`config.mk`:
```
export PLATFORM = sky130hd
export DESIGN_NAME = pmt_timer
export DESIGN_NICKNAME = d
export VERILOG_FILES = /design/src/shared/pmt_pkg.sv /design/src/shared/pmt_ev_if.sv /design/src/pmt_edge.sv /design/src/pmt_tick.sv /design/src/pmt_timer.sv
export SDC_FILE = /design/constraint.sdc
export NUM_CORES = 1
export LEC_CHECK = 0
export BUFFER_PORTS_ARGS = -buffer_cell sky130_fd_sc_hd__buf_2
export CAP_MARGIN = 20
export CELL_PAD_IN_SITES_DETAIL_PLACEMENT = 1
export CELL_PAD_IN_SITES_GLOBAL_PLACEMENT = 1
export CORE_MARGIN = 10
export CORE_UTILIZATION = 45
export DETAILED_ROUTE_END_ITERATION = 7
export HOLD_SLACK_MARGIN = 0.1
export PLACE_DENSITY_LB_ADDON = 0.1
export SETUP_SLACK_MARGIN = 0.15
export SLEW_MARGIN = 40
export SYNTH_ARGS = -nofsm -noshare
export SYNTH_HDL_FRONTEND = slang
export SYNTH_HIERARCHICAL = 1
export SYNTH_SLANG_ARGS = --single-unit
```
`constraint.sdc`:
```
create_clock -name clk -period 3.2 [get_ports clk]
set_input_delay 0.64 -clock clk [delete_from_list [all_inputs] [get_ports clk]]
set_output_delay 0.64 -clock clk [all_outputs]
set_load 0.02 [all_outputs]
```
`src/shared/pmt_pkg.sv`:
```
/*
 * constants, modes and states of the multimode timer.
 * assumes a single 25 MHz system clock and a millisecond time base.
 */
package pmt_pkg;

    // ------------------------------------------------------------------
    // clock and time base
    // ------------------------------------------------------------------
    localparam int CLK_FREQ_HZ    = 25_000_000;
    localparam int TICK_PERIOD_MS = 1;
    localparam int TICK_CYCLES    = CLK_FREQ_HZ / 1000 * TICK_PERIOD_MS;

    // ------------------------------------------------------------------
    // widths, trigger positions and reset values
    // ------------------------------------------------------------------
    localparam int          ELAPSED_W     = 32;
    localparam int          NUM_TRIG      = 4;
    localparam int          NUM_EDGE      = 5;
    localparam int          TRG_PULSE     = 0;
    localparam int          TRG_ON_DLY    = 1;
    localparam int          TRG_OFF_DLY   = 2;
    localparam int          TRG_LIMIT     = 3;
    localparam int          EDGE_CLEAR    = 4;
    localparam logic [31:0] ELAPSED_RST   = 32'h0;
    localparam logic [31:0] ELAPSED_STEP  = 32'h1;
    localparam logic        STATUS_RST    = 1'h0;
    localparam logic        GATE_DEFAULT  = 1'h1;
    localparam logic        CLEAR_DEFAULT = 1'h0;

    // ------------------------------------------------------------------
    // types
    // ------------------------------------------------------------------
    typedef enum logic [1:0] {
        PMT_PULSE,
        PMT_ON_DLY,
        PMT_OFF_DLY,
        PMT_LIMIT
    } pmt_mode_t;

    typedef enum logic [1:0] {
        PMT_IDLE,
        PMT_RUN,
        PMT_ARMED,
        PMT_HOLD
    } pmt_state_t;

endpackage

```
`src/shared/pmt_ev_if.sv`:
```
/*
 * carrier between the timer core and its edge detector.
 * assumes all signals are synchronous to the one system clock.
 */
interface pmt_ev_if #(
    parameter int N = 5
);
    logic [N-1:0] lvl;
    logic [N-1:0] rise;
    logic [N-1:0] fall;

    modport det (
        input  lvl,
        output rise,
        output fall
    );

    modport use_side (
        output lvl,
        input  rise,
        input  fall
    );
endinterface

```
`src/pmt_edge.sv`:
```
/*
 * per-bit rise and fall detector on sampled levels.
 * assumes levels are already synchronous to clk.
 */
module pmt_edge #(
    parameter int N = 5
) (
    input  wire logic clk,
    input  wire logic rst_n,
    pmt_ev_if.det     ev
);

    // ------------------------------------------------------------------
    // previous-sample compare, one flop per input
    // ------------------------------------------------------------------
    logic [N-1:0] prev_r;
    logic [N-1:0] prev_nxt;

    generate
        if (N < 1) begin : g_chk
            $error("pmt_edge: N must be at least 1");
        end
        for (genvar i = 0; i < N; i++) begin : g_bit
            always_comb begin
                prev_nxt[i] = ev.lvl[i];
                ev.rise[i]  = ev.lvl[i] & ~prev_r[i];
                ev.fall[i]  = ~ev.lvl[i] & prev_r[i];
            end
        end
    endgenerate

    always_ff @(posedge clk or negedge rst_n) begin
        if (!rst_n) begin
            prev_r <= '0;
        end else begin
            prev_r <= prev_nxt;
        end
    end

endmodule

```
`src/pmt_tick.sv`:
```
/*
 * millisecond tick divider, one-cycle enable pulse.
 * assumes restart is a one-cycle pulse when the timer starts counting.
 */
module pmt_tick #(
    parameter int TICK_CYCLES = pmt_pkg::TICK_CYCLES
) (
    input  wire logic clk,
    input  wire logic rst_n,
    input  wire logic restart,
    output logic      tick
);

    // ------------------------------------------------------------------
    // divider
    // ------------------------------------------------------------------
    localparam int CW = (TICK_CYCLES > 1) ? $clog2(TICK_CYCLES) : 1;
    localparam logic [CW-1:0] LAST = CW'(TICK_CYCLES - 1);

    logic [CW-1:0] cnt_r;
    logic [CW-1:0] cnt_nxt;
    logic          tick_r;
    logic          tick_nxt;

    generate
        if (TICK_CYCLES < 1) begin : g_chk
            $error("pmt_tick: TICK_CYCLES must be at least 1");
        end
    endgenerate

    // restart realigns the phase so the first millisecond is a full one
    always_comb begin
        tick_nxt = 1'h0;
        cnt_nxt  = cnt_r + CW'(1);
        if (restart) begin
            cnt_nxt = '0;
        end else if (cnt_r == LAST) begin
            cnt_nxt  = '0;
            tick_nxt = 1'h1;
        end
    end

    always_ff @(posedge clk or negedge rst_n) begin
        if (!rst_n) begin
            cnt_r  <= '0;
            tick_r <= 1'h0;
        end else begin
            cnt_r  <= cnt_nxt;
            tick_r <= tick_nxt;
        end
    end

    assign tick = tick_r;

endmodule

```
`src/pmt_timer.sv`:
```
/*
 * programmable multimode timer: pulse, on-delay, off-delay and limiting.
 * assumes all inputs synchronous to clk; controller reads status and
 * elapsed time directly from the output ports.
 */
// Overview of operation
// - gate low freezes elapsed count after trigger; gate high resumes counting.
// - gate defaults to 1 whenever the controller does not drive it.
// - clear defaults to 0 whenever the controller does not drive it.
// - clear rising edge zeroes status and elapsed and deactivates timer.
// - four trigger inputs select pulse, on-delay, off-delay, limiting modes.
// - time constant captured with trigger, any value up to 2^32-1 ms.
// - status bit and elapsed-time word are both readable outputs.
// - pulse rising edge sets status 1, elapsed restarts at 0.
// - pulse expiry drops status to 0 and holds elapsed time.
// - pulse trigger edges ignored while timing; only rise after expiry restarts.
// - on-delay rise restarts count; expiry sets status until trigger falls.
// - on-delay fall before expiry stops timing, status 0, elapsed kept.
// - on-delay elapsed held until next rising edge on any trigger input.
// - off-delay rise sets status 1; counting starts from 0 on fall.
// - off-delay expiry stops count, status 0, elapsed held until rise.
// - off-delay rise before expiry retriggers: status 1, elapsed 0.
// - limiting rise sets status 1, counts from 0; expiry drops status.
// - limiting fall before expiry stops count, status 0, elapsed kept.
// - limiting elapsed held until a new rising edge restarts it.
// - reset brings status and elapsed count to 0.
module pmt_timer #(
    parameter int TICK_CYCLES = pmt_pkg::TICK_CYCLES
) (
    input  wire logic        clk,
    input  wire logic        rst_n,
    input  wire logic        gate_input,
    input  wire logic        gate_drive,
    input  wire logic        clear_input,
    input  wire logic        clear_drive,
    input  wire logic        pulse_trigger,
    input  wire logic        on_delay_trigger,
    input  wire logic        off_delay_trigger,
    input  wire logic        limit_trigger,
    input  wire logic [31:0] time_const,
    output logic             status_out,
    output logic [31:0]      elapsed_time,
    output logic             timer_active
);

    // ------------------------------------------------------------------
    // input defaults and edge detection
    // ------------------------------------------------------------------
    logic gate_eff;
    logic clr_eff;
    logic clr_rise;
    logic any_rise;
    logic tick;
    logic restart;

    pmt_ev_if #(.N(pmt_pkg::NUM_EDGE)) ev ();

    // undriven gate reads as running, undriven clear as inactive
    assign gate_eff = gate_drive ? gate_input : pmt_pkg::GATE_DEFAULT;
    assign clr_eff  = clear_drive ? clear_input
                                  : pmt_pkg::CLEAR_DEFAULT;

    assign ev.lvl = {clr_eff, limit_trigger, off_delay_trigger,
                     on_delay_trigger, pulse_trigger};

    pmt_edge #(
        .N (pmt_pkg::NUM_EDGE)
    ) u_edge (
        .clk   (clk),
        .rst_n (rst_n),
        .ev    (ev)
    );

    assign clr_rise = ev.rise[pmt_pkg::EDGE_CLEAR];
    assign any_rise = |ev.rise[pmt_pkg::NUM_TRIG-1:0];

    pmt_tick #(
        .TICK_CYCLES (TICK_CYCLES)
    ) u_tick (
        .clk     (clk),
        .rst_n   (rst_n),
        .restart (restart),
        .tick    (tick)
    );

    // ------------------------------------------------------------------
    // timer state
    // ------------------------------------------------------------------
    pmt_pkg::pmt_state_t state_r;
    pmt_pkg::pmt_state_t state_nxt;
    pmt_pkg::pmt_mode_t  mode_r;
    pmt_pkg::pmt_mode_t  mode_nxt;
    logic                status_r;
    logic                status_nxt;
    logic [31:0]         elapsed_r;
    logic [31:0]         elapsed_nxt;
    logic [31:0]         tconst_r;
    logic [31:0]         tconst_nxt;
    logic                restart_nxt;
    logic                pulse_busy;
    logic                own_fall;
    logic                expired;
    pmt_pkg::pmt_mode_t  sel_mode;

    assign pulse_busy = (state_r == pmt_pkg::PMT_RUN)
                      && (mode_r == pmt_pkg::PMT_PULSE);
    assign own_fall   = ev.fall[mode_r];
    assign expired    = (elapsed_r == tconst_r);
    assign restart    = restart_nxt;

    // lowest trigger number wins when several rise together
    always_comb begin
        sel_mode = pmt_pkg::PMT_LIMIT;
        for (int i = pmt_pkg::NUM_TRIG - 1; i >= 0; i--) begin
            if (ev.rise[i]) begin
                sel_mode = pmt_pkg::pmt_mode_t'(i[1:0]);
            end
        end
    end

    always_comb begin
        state_nxt   = state_r;
        mode_nxt    = mode_r;
        status_nxt  = status_r;
        elapsed_nxt = elapsed_r;
        tconst_nxt  = tconst_r;
        restart_nxt = 1'h0;
        if (clr_rise) begin
            // clear outranks a trigger arriving in the same cycle
            state_nxt   = pmt_pkg::PMT_IDLE;
            status_nxt  = pmt_pkg::STATUS_RST;
            elapsed_nxt = pmt_pkg::ELAPSED_RST;
        end else if (any_rise && !pulse_busy) begin
            mode_nxt    = sel_mode;
            tconst_nxt  = time_const;
            elapsed_nxt = pmt_pkg::ELAPSED_RST;
            restart_nxt = 1'h1;
            case (sel_mode)
                pmt_pkg::PMT_PULSE: begin
                    state_nxt  = pmt_pkg::PMT_RUN;
                    status_nxt = 1'h1;
                end
                pmt_pkg::PMT_ON_DLY: begin
                    state_nxt  = pmt_pkg::PMT_RUN;
                    status_nxt = 1'h0;
                end
                pmt_pkg::PMT_OFF_DLY: begin
                    state_nxt  = pmt_pkg::PMT_ARMED;
                    status_nxt = 1'h1;
                end
                default: begin
                    state_nxt  = pmt_pkg::PMT_RUN;
                    status_nxt = 1'h1;
                end
            endcase
        end else begin
            case (state_r)
                pmt_pkg::PMT_RUN: begin
                    if (own_fall && (mode_r == pmt_pkg::PMT_ON_DLY
                                  || mode_r == pmt_pkg::PMT_LIMIT)) begin
                        state_nxt  = pmt_pkg::PMT_IDLE;
                        status_nxt = 1'h0;
                    end else if (expired) begin
                        if (mode_r == pmt_pkg::PMT_ON_DLY) begin
                            state_nxt  = pmt_pkg::PMT_HOLD;
                            status_nxt = 1'h1;
                        end else begin
                            state_nxt  = pmt_pkg::PMT_IDLE;
                            status_nxt = 1'h0;
                        end
                    end else if (tick && gate_eff) begin
                        elapsed_nxt = elapsed_r + pmt_pkg::ELAPSED_STEP;
                    end
                end
                pmt_pkg::PMT_ARMED: begin
                    if (ev.fall[pmt_pkg::TRG_OFF_DLY]) begin
                        state_nxt   = pmt_pkg::PMT_RUN;
                        elapsed_nxt = pmt_pkg::ELAPSED_RST;
                        restart_nxt = 1'h1;
                    end
                end
                pmt_pkg::PMT_HOLD: begin
                    if (ev.fall[pmt_pkg::TRG_ON_DLY]) begin
                        state_nxt  = pmt_pkg::PMT_IDLE;
                        status_nxt = 1'h0;
                    end
                end
                default: begin
                    // idle keeps the last elapsed value for reading
                    state_nxt = pmt_pkg::PMT_IDLE;
                end
            endcase
        end
    end

    always_ff @(posedge clk or negedge rst_n) begin
        if (!rst_n) begin
            state_r   <= pmt_pkg::PMT_IDLE;
            mode_r    <= pmt_pkg::PMT_PULSE;
            status_r  <= pmt_pkg::STATUS_RST;
            elapsed_r <= pmt_pkg::ELAPSED_RST;
            tconst_r  <= pmt_pkg::ELAPSED_RST;
        end else begin
            state_r   <= state_nxt;
            mode_r    <= mode_nxt;
            status_r  <= status_nxt;
            elapsed_r <= elapsed_nxt;
            tconst_r  <= tconst_nxt;
        end
    end

    // ------------------------------------------------------------------
    // outputs
    // ------------------------------------------------------------------
    assign status_out   = status_r;
    assign elapsed_time = elapsed_r;
    assign timer_active = (state_r != pmt_pkg::PMT_IDLE);
endmodule

```
# Yosys cells after proc, flatten, opt, wreduce, memory -nomap -nowiden
# Index checks and enable logic that the tools add are counted.
# totals
output_inout_bits,34
ff_bits,90
in_bits,42
# classes
n_bitwise,19
muxes,39
eq_ne,15
n_reduce_logical,15
addsub,2
magnitude_cmp,1
# op_table
operator,count
2-to-1 mux 32 bit,6
one-hot mux 32 bit (2 select lines),1
adder 32 x 1 -> 32 bit (second input constant),1
== test 32 bit,1
2-to-1 mux 15 bit,2
2-to-1 mux 2 bit,10
2-to-1 mux 1 bit,17
adder 15 x 1 -> 15 bit (second input constant),1
== test 15 bit (second input constant),1
!= test 4 bit (second input constant),3
NOT 1 bit,10
bitwise AND 1 bit,9
== test 2 bit (second input constant),4
nonzero test 4 bit,2
== test 2 x 1 -> 1 bit (second input constant),3
one-hot mux 2 bit (3 select lines),1
AND reduction 3 bit,2
!= test 5 x 3 -> 1 bit (second input constant),1
AND reduction 5 bit,1
logical AND 1 bit,4
< comparator 2 x 4 -> 1 bit (second input constant),1
!= test 4 x 2 -> 1 bit (second input constant),1
!= test 4 x 3 -> 1 bit (second input constant),1
OR reduction 4 bit,1
7 further kinds,7

# Longest topological paths before layout
# Gate-level depths: netlist of the first run.
# depth
ltp_word,9
depth_mapped,10
depth_no_buf,9

# Cells and area by module
# Netlist of the first run, hierarchy kept.
# by_module_without_submodules
mod,area_each_um2,cells_each,n_inst
pmt_timer,3966.3,383,1
pmt_tick,774.5,75,1
pmt_edge,212.7,15,1

# Worst setup path before layout of the first run
# Ideal clock, no wire load.
# synth_path
kind,in2reg
from,in on_delay_trigger
to,"reg elapsed_r[26], in the netlist elapsed_time[26]"
required_ps,3096
setup_ps,104
cell_stages,8
t_arrival_ps,2457
setup_slack_ps,639
cell_sequence,and2b_2 > mux2i_1 > nor2b_1 > or4b_4 > or3_4 > buf_6 > buf_6 > o41ai_4
# synth_between
elab_chain_len,7
elab_cells_between_ends,16
cone_classes,eq/ne (4); mux (4); bitwise (3); reduce/logical (5)
# synth_rtl
element,line,text
start: declaration,pmt_timer.sv:37,"input wire logic on_delay_trigger,"
NOT 1 bit,pmt_edge.sv:27,ev.fall[i] = ~ev.lvl[i] & prev_r[i];
bitwise AND 1 bit,pmt_edge.sv:27,
binary-select mux 1 bit (select 2 bit),pmt_timer.sv:107,assign own_fall = ev.fall[mode_r];
2-to-1 mux 1 bit (not written as such),pmt_timer.sv:107,
logical AND 1 bit,pmt_timer.sv:159,if (own_fall && (mode_r == pmt_pkg::PMT_ON_DLY
!= test 4 bit (no line),-,
AND reduction 5 bit (no line),-,
end signal: assignment,pmt_timer.sv:201,elapsed_r <= pmt_pkg::ELAPSED_RST;
end signal: assignment,pmt_timer.sv:207,elapsed_r <= elapsed_nxt;
end: declaration,pmt_timer.sv:95,logic [31:0] elapsed_r;
# Parallel ways exist; a longest one is shown, timed or not. The select of a mux whose other input is x is not followed.
# A chain may end at the register's enable or synchronous reset.

# Final worst setup path of the first run
# layout_path
from,reg state_r[1]
to,"reg elapsed_r[2], in the netlist elapsed_time[2]"
# layout_between
elab_chain_len,6
elab_cells_between_ends,14
cone_classes,eq/ne (6); mux (3); reduce/logical (5)
# layout_rtl
element,line,text
start: declaration,pmt_timer.sv:89,pmt_pkg::pmt_state_t state_r;
start signal: assignment,pmt_timer.sv:198,state_r <= pmt_pkg::PMT_IDLE;
start signal: assignment,pmt_timer.sv:204,state_r <= state_nxt;
== test 2 x 1 -> 1 bit,"pmt_timer.sv:105, pmt_timer.sv:157",
logical AND 1 bit,pmt_timer.sv:106,&& (mode_r == pmt_pkg::PMT_PULSE);
zero test 1 bit,pmt_timer.sv:133,end else if (any_rise && !pulse_busy) begin
logical AND 1 bit,pmt_timer.sv:133,
"!= test 4 x 2 -> 1 bit (no line), or another cell as far along",-,
AND reduction 5 bit (no line) / 2-to-1 mux 32 bit (equally long branches),-,
# Parallel ways exist; a longest one is shown, timed or not.

==> results of run 1 <==
## cell type report
| class | count | area (um^2) | share of cell area (%) |
|---|---|---|---|
| Clock buffer | 14 | 152.6 | 2.694 |
| Inverter | 10 | 37.54 | 0.6624 |
| Multi-Input combinational cell | 352 | 2564 | 45.24 |
| Sequential cell | 90 | 2252 | 39.74 |
| Tap cell | 140 | 175.2 | 3.091 |
| Timing Repair Buffer | 86 | 485.5 | 8.567 |
## flip-flops by register name, indices dropped and copies added, names as in the netlist
signal,flops
state_r,2
u_tick/cnt_r,15
u_tick/tick,1
mode_r,2
tconst_r,32
status_out,1
u_edge/prev_r,5
elapsed_time,32
## cells in the final DEF (no fill, tap or decap), drive strengths merged, types with 3 or more instances in the layout
master,instances
or3,7
nand2b,4
a21oi,5
buf,86
nor3b,9
and2b,9
nand4b,3
nand2,27
o21ai,13
mux2i,3
a21o,20
a311o,4
xor2,35
nand3,32
and4b,3
xnor2,9
nor3,16
dfrtp,90
o22ai,13
or4,3
nor4,16
nand4,10
and2,3
and3,13
ha,6
inv,10
clkbuf,14
nor2,28
mux2,36
## power by group through the flow
stage               combinational, mW  clock [mW]  sequential [mW]
CTS                             0.622       0.704             1.36
detailed placement              0.619           0             1.38
global placement                0.601           0             1.37
floorplan                       0.413           0             1.36
finish                          0.613       0.681             1.36
global route                    0.678       0.748             1.38
## worst min path at each step
stage / from / to / depth (start not counted)
2_1_floorplan: rst_n / elapsed_time[0]$_DFFE_PN0P_ / 0
3_3_place_gp: u_tick/cnt_r[0]$_DFF_PN0_ / u_tick/cnt_r[0]$_DFF_PN0_ / 1
3_5_place_dp: u_tick/cnt_r[0]$_DFF_PN0_ / u_tick/cnt_r[0]$_DFF_PN0_ / 1
4_1_cts: rst_n / elapsed_time[28]$_DFFE_PN0P_ / 1
5_1_grt: rst_n / tconst_r[29]$_DFFE_PN0P_ / 1
6_report: rst_n / elapsed_time[28]$_DFFE_PN0P_ / 1
## layer usage
layer  vias to the layer above  track usage [%]  wire length (um)
met5                         -                0                 0
met4                         0            5.689               232
met3                        16            3.106               522
met2                        81            30.27              6817
met1                      2001            21.45              6108
li1                       1869                -                 -
## repair_timing
item,in CTS,in global routing
hold buffers,0,0
endpoints found under the setup margin,0,2
resized for setup,0,1
## per-stage QoR
| stage | hold WS [ns] | util, % | setup slack [ns] |
|---|---|---|---|
| after floorplan | 0.3444 | - | 0.6387 |
| after global placement | 0.4662 | 51.07 | 0.3827 |
| after detailed placement | 0.4782 | 51.07 | 0.2761 |
| after CTS | 0.3582 | 52.48 | 0.3906 |
| after global routing | 0.3879 | 52.50 | 0.1609 |
| final | 0.3465 | 52.50 | 0.4016 |
==> run metrics, run 1 <==
status=completed; Routed Antenna Nets=0; Max FO, Critical Path=21; crit end category=flop; # Post-CTS Setup Buffers=0; final WL=roughly 14 mm; clock sink count=90; WP data arrival=3.09 ns; clock slew at reported path FFs=0.09 ns; internal power=between 1.5 and 2 mW; Final Power=around 2.7 mW; RSZ-0062 raised after global routing=false; DRC Markers=0; Crit path required time=3.49 ns; wire per inst=slightly below 20 um; Non-Filler Instances=around 690; Flop pwr share=approximately half; first-pass GRT wire length=22.72 mm; CTS H-tree depth=3; CP delay by family, top=simple AND/OR/NAND/NOR gates; Ports=76; YS warnings=6; setup violators final=0; Pleak=~2.8 nW; CTS Root Cell=clkbuf_8; num rows=38; setup_tns=0 ns; Area Overhead vs Synth=14.80%; syn nets=519; Pins Over Slew Limit=0; Slew @ Worst Pin=0.8310 ns; Die Y=about 120 um; Slew HR=between 40% and 50%; Switch Pwr=around 0.81 mW; r2r startpoint=state_r[1]$_DFFE_PN0P_; Via-to-Cell Ratio=roughly 5.7; r2r setup slk=0.40 ns; initial antenna violation count=0; Reg-to-Reg End=elapsed_time[2]$_DFFE_PN0P_; fill count=between 1000 and 1500; Clock Power Share=roughly a quarter; Skew-Pair Late Insertion Delay=about 0.36 ns; Tmin final=2.798 ns; crit-path cells=inv_1, ha_1, or3b_1, o41ai_4, nor2b_1, buf_4, nand2b_1, o22ai_1, a21o_1; Crit Path Category=flop to flop; VDD IR max=around 0.20 mV; vias in the first global route=4309; post-DP HPWL=around 10 mm; slowest cell on the critical path=or3b_1; # diodes=0; first drt pass iteration count=4; placed inst area=approximately 5500 um^2; cells after synthesis=~470; Initial Util=approximately 46%; GRT Residual Overflow=0; cell area after synthesis=between 4000 and 5000 um^2; sw frac=30.51%; worst path bufs/invs=2; worst hold path type=input port to asynchronous set/reset pin; CTS max path bufs=2; core area=between 10000 and 15000 um^2; DRT iter0 DRCs=208; Max Clk Rate=357.3 MHz; # port buffers=75; max-cap check violation count=0; Final nets=between 500 and 600; crit path launch=state_r[1]$_DFFE_PN0P_; Comb power frac=23.1%; largest net degree at the start of global routing=56; Avg Inst Size Synth=roughly 10 um^2; worst reg2reg path depth=9; Final Hold Fails=0; PwrDens=around 470 nW/um^2; Worst Setup EP=elapsed_time[2]$_DFFE_PN0P_; Vias=a little under 4000; CTS tree=done; CP Depth=9; Tot GR Track Use=between 15 and 20%; gpl congestion=about 0.83; slowest cell delay on critical path=approximately 0.45 ns; Num CTS Buffers=9; placed insts=678; die area=~16000 um^2; Die W=124.7 um; final instance area=about 5700 um^2; Setup crit start kind=flop; final setup skew=0.01231 ns; layout cells sized above 1=28.26%; fin crit share=between 80 and 90%
No activity file was read; power rests on OpenSTA's default activity.
==> inputs of run 2 (changes only) <==
Settings changed: CTS_CLUSTER_SIZE from default to 24, SYNTH_HIERARCHICAL 1 to default.
==> run 2 against run 1 <==
  * Area after synthesis is 0.84% lower
  * Cell area is 0.15% lower
  * Sequential share of layout area increased by 0.061 points
  * Die area shrank 0.70%
  * Combinational power is 60% higher
  * First-iteration DRC count rose by 16%
  * Register-to-register slack better by 0.07 ns
  * Clock power increased by 19%
  * Routed wire length increased by 0.78%
  * Clock skew is 0.0056 ns lower
  * Non-clock buffer count down 2
  * Clock-buffer cell count down 5
  * Largest cell class unchanged
  * Highest routed layer unchanged
==> run metrics, run 2 <==
crit path launch=state_r[1]$_DFFE_PN0P_; Yosys top cell area share=between 40% and 50%; Vias=3982; Tot GR Track Use=between 15 and 20%; syn nets=516; Synth async-reset ratio=100.0%; Die Y=about 120 um; crit-path cells=inv_1, ha_1, nor3b_2, a41oi_2, nor2_2, nand3_2, or4_1, o211ai_1; clock slew at reported path FFs=0.10 ns; CTS tree=done; Via-to-Cell Ratio=roughly 5.8; crit end category=flop; post-DP HPWL=between 10 and 15 mm; Reg-to-Reg End=elapsed_time[17]$_DFFE_PN0P_; Final Hold Fails=0; cells after synthesis=approximately 470; worst reg2reg path depth=8; CP delay by family, top=simple AND/OR/NAND/NOR gates; sequential fraction of the synthesis area=a little under half; r2r startpoint=state_r[1]$_DFFE_PN0P_; # Post-CTS Setup Buffers=0; Area Overhead vs Synth=15.59%; layout cells sized above 1=28.49%; first-pass GRT wire length=around 23 mm; final instance area=between 5000 and 6000 um^2; fill count=between 1000 and 1500; Slew HR=a little over half; Avg Inst Size Synth=10.46 um^2; GRT Residual Overflow=0; hold_ws=0.2778 ns; Synth area leaders=dfrtp_1 (46%), mux2_2 (7.8%), xnor2_1 (6.6%); post-synth cell types=between 60 and 70; WP data arrival=around 3 ns; CTS Root Cell=clkbuf_8; YS warnings=0; fin crit share=85.30%; Tmin final=2.730 ns; PwrDens=about 570 nW/um^2; Worst Setup EP=elapsed_time[17]$_DFFE_PN0P_; top_reg_cell synth=dfrtp_1; final WL=13.79 mm; # port buffers=75; num rows=38; VDD IR max=0.3580 mV; Pleak=2.436 nW; DRT iter0 DRCs=roughly 240; CTS H-tree depth=3; commonest non-fill, non-tap cells in the layout=dfrtp_1 (90), buf_2 (74), xnor2_1 (37); setup_tns=0 ns; most common cell after layout, fill and taps aside=dfrtp_1; slowest cell delay on critical path=roughly 0.57 ns; Max Clk Rate=366.4 MHz; Setup crit start kind=flop; Yosys reg bits=90; largest net degree at the start of global routing=about 50; Die W=124.3 um; Ports=between 70 and 80; die area=between 15000 and 20000 um^2; CP Depth=8; Skew-Pair Late Insertion Delay=0.37 ns; largest area contributor in the netlist=dfrtp_1; wire per inst=between 15 and 20 um; clock sink count=90; worst path bufs/invs=1; setup violators final=0; final setup skew=between 0.006 and 0.007 ns; Pins Over Slew Limit=0; first drt pass iteration count=4; core area=between 10000 and 15000 um^2; slowest cell on the critical path=or4_1; max-cap check violation count=0; initial antenna violation count=0; final worst-path setup slack=around 0.47 ns; DRC Markers=0; Crit Path Category=flop to flop; placed inst area=5453 um^2; cell area after synthesis=4895 um^2; Final nets=just under 600; status=completed; DP Worst Slack=~0.27 ns; Num CTS Buffers=9; Synth top cells by count=dfrtp_1 (90), xnor2_1 (37), mux2_2 (34); Post-synth EDFFs=0; count leader, synth=dfrtp_1; # diodes=0; Initial Util=45.55%; gpl congestion=between 0.8 and 0.9; r2r setup slk=0.47 ns; Routed Antenna Nets=0; Max FO, Critical Path=11; Crit path required time=3.48 ns; worst hold path type=input port to asynchronous set/reset pin; RSZ-0062 raised after global routing=false; CTS max path bufs=2; Slew @ Worst Pin=0.6942 ns; vias in the first global route=between 4000 and 5000
[run 2: cell families after synthesis]
family          after synthesis  synth area share (%)
simple gates                171                 19.58
flops                        90                 46.01
compound gates               82                 12.37
xor+xnor                     45                 8.206
buf+inv                      38                 3.962
mux                          36                 8.333
fa+ha+maj                     6                 1.534
[run 2: worst register-to-register path: cells and delay by family (launching register included)]
kind            cells  cell delay, ns
buf+inv             1            0.09
flops               1            0.42
simple gates        4            1.58
compound gates      2            0.18
fa+ha+maj           1            0.38
[run 2: report_power, final]
group,switching [mW],internal [mW]
Sequential,0.146,1.31
Clock,0.440,0.368
Combinational,0.538,0.443
[run 2: worst min-delay path by stage]
stage                     slack (ns)                           end
after global routing            0.31  elapsed_time[12]$_DFFE_PN0P_
after detailed placement        0.45     u_tick.cnt_r[0]$_DFF_PN0_
after floorplan                 0.34   elapsed_time[0]$_DFFE_PN0P_
final                           0.28   elapsed_time[5]$_DFFE_PN0P_
after CTS                       0.31  elapsed_time[12]$_DFFE_PN0P_
after global placement          0.45     u_tick.cnt_r[0]$_DFF_PN0_
[run 2: through the flow]
step / util, % / instances / total power [mW]
5_1_grt: 52.65 / 691 / 3.438
6_report: 52.65 / 691 / 3.245
2_1_floorplan: - / 468 / 2.136
3_5_place_dp: 50.75 / 675 / 2.463
3_3_place_gp: 50.42 / 674 / 2.380
4_1_cts: 52.61 / 691 / 3.275
[run 2: repair_timing]
action                                  in CTS  in global routing
endpoints found under the setup margin       0                 12
gates resized for setup                      0                  1
hold buffers                                 0                  0
[run 2: routing by layer]
layer	track usage [%]	part of all wire, %
met1	22.16	44
met2	30.40	50
met3	3.787	4.1
met4	5.757	1.9
met5	0	0
[run 2: layout make-up]
class | count | area, um^2 | share of cell area [%]
Timing Repair Buffer | 84 | 490.5 | 8.669
Inverter | 21 | 78.83 | 1.393
Tap cell | 140 | 175.2 | 3.096
Clock buffer | 9 | 123.9 | 2.189
Multi-Input combinational cell | 340 | 2461 | 43.50
Sequential cell | 90 | 2252 | 39.81
Clock inverter | 7 | 76.32 | 1.349
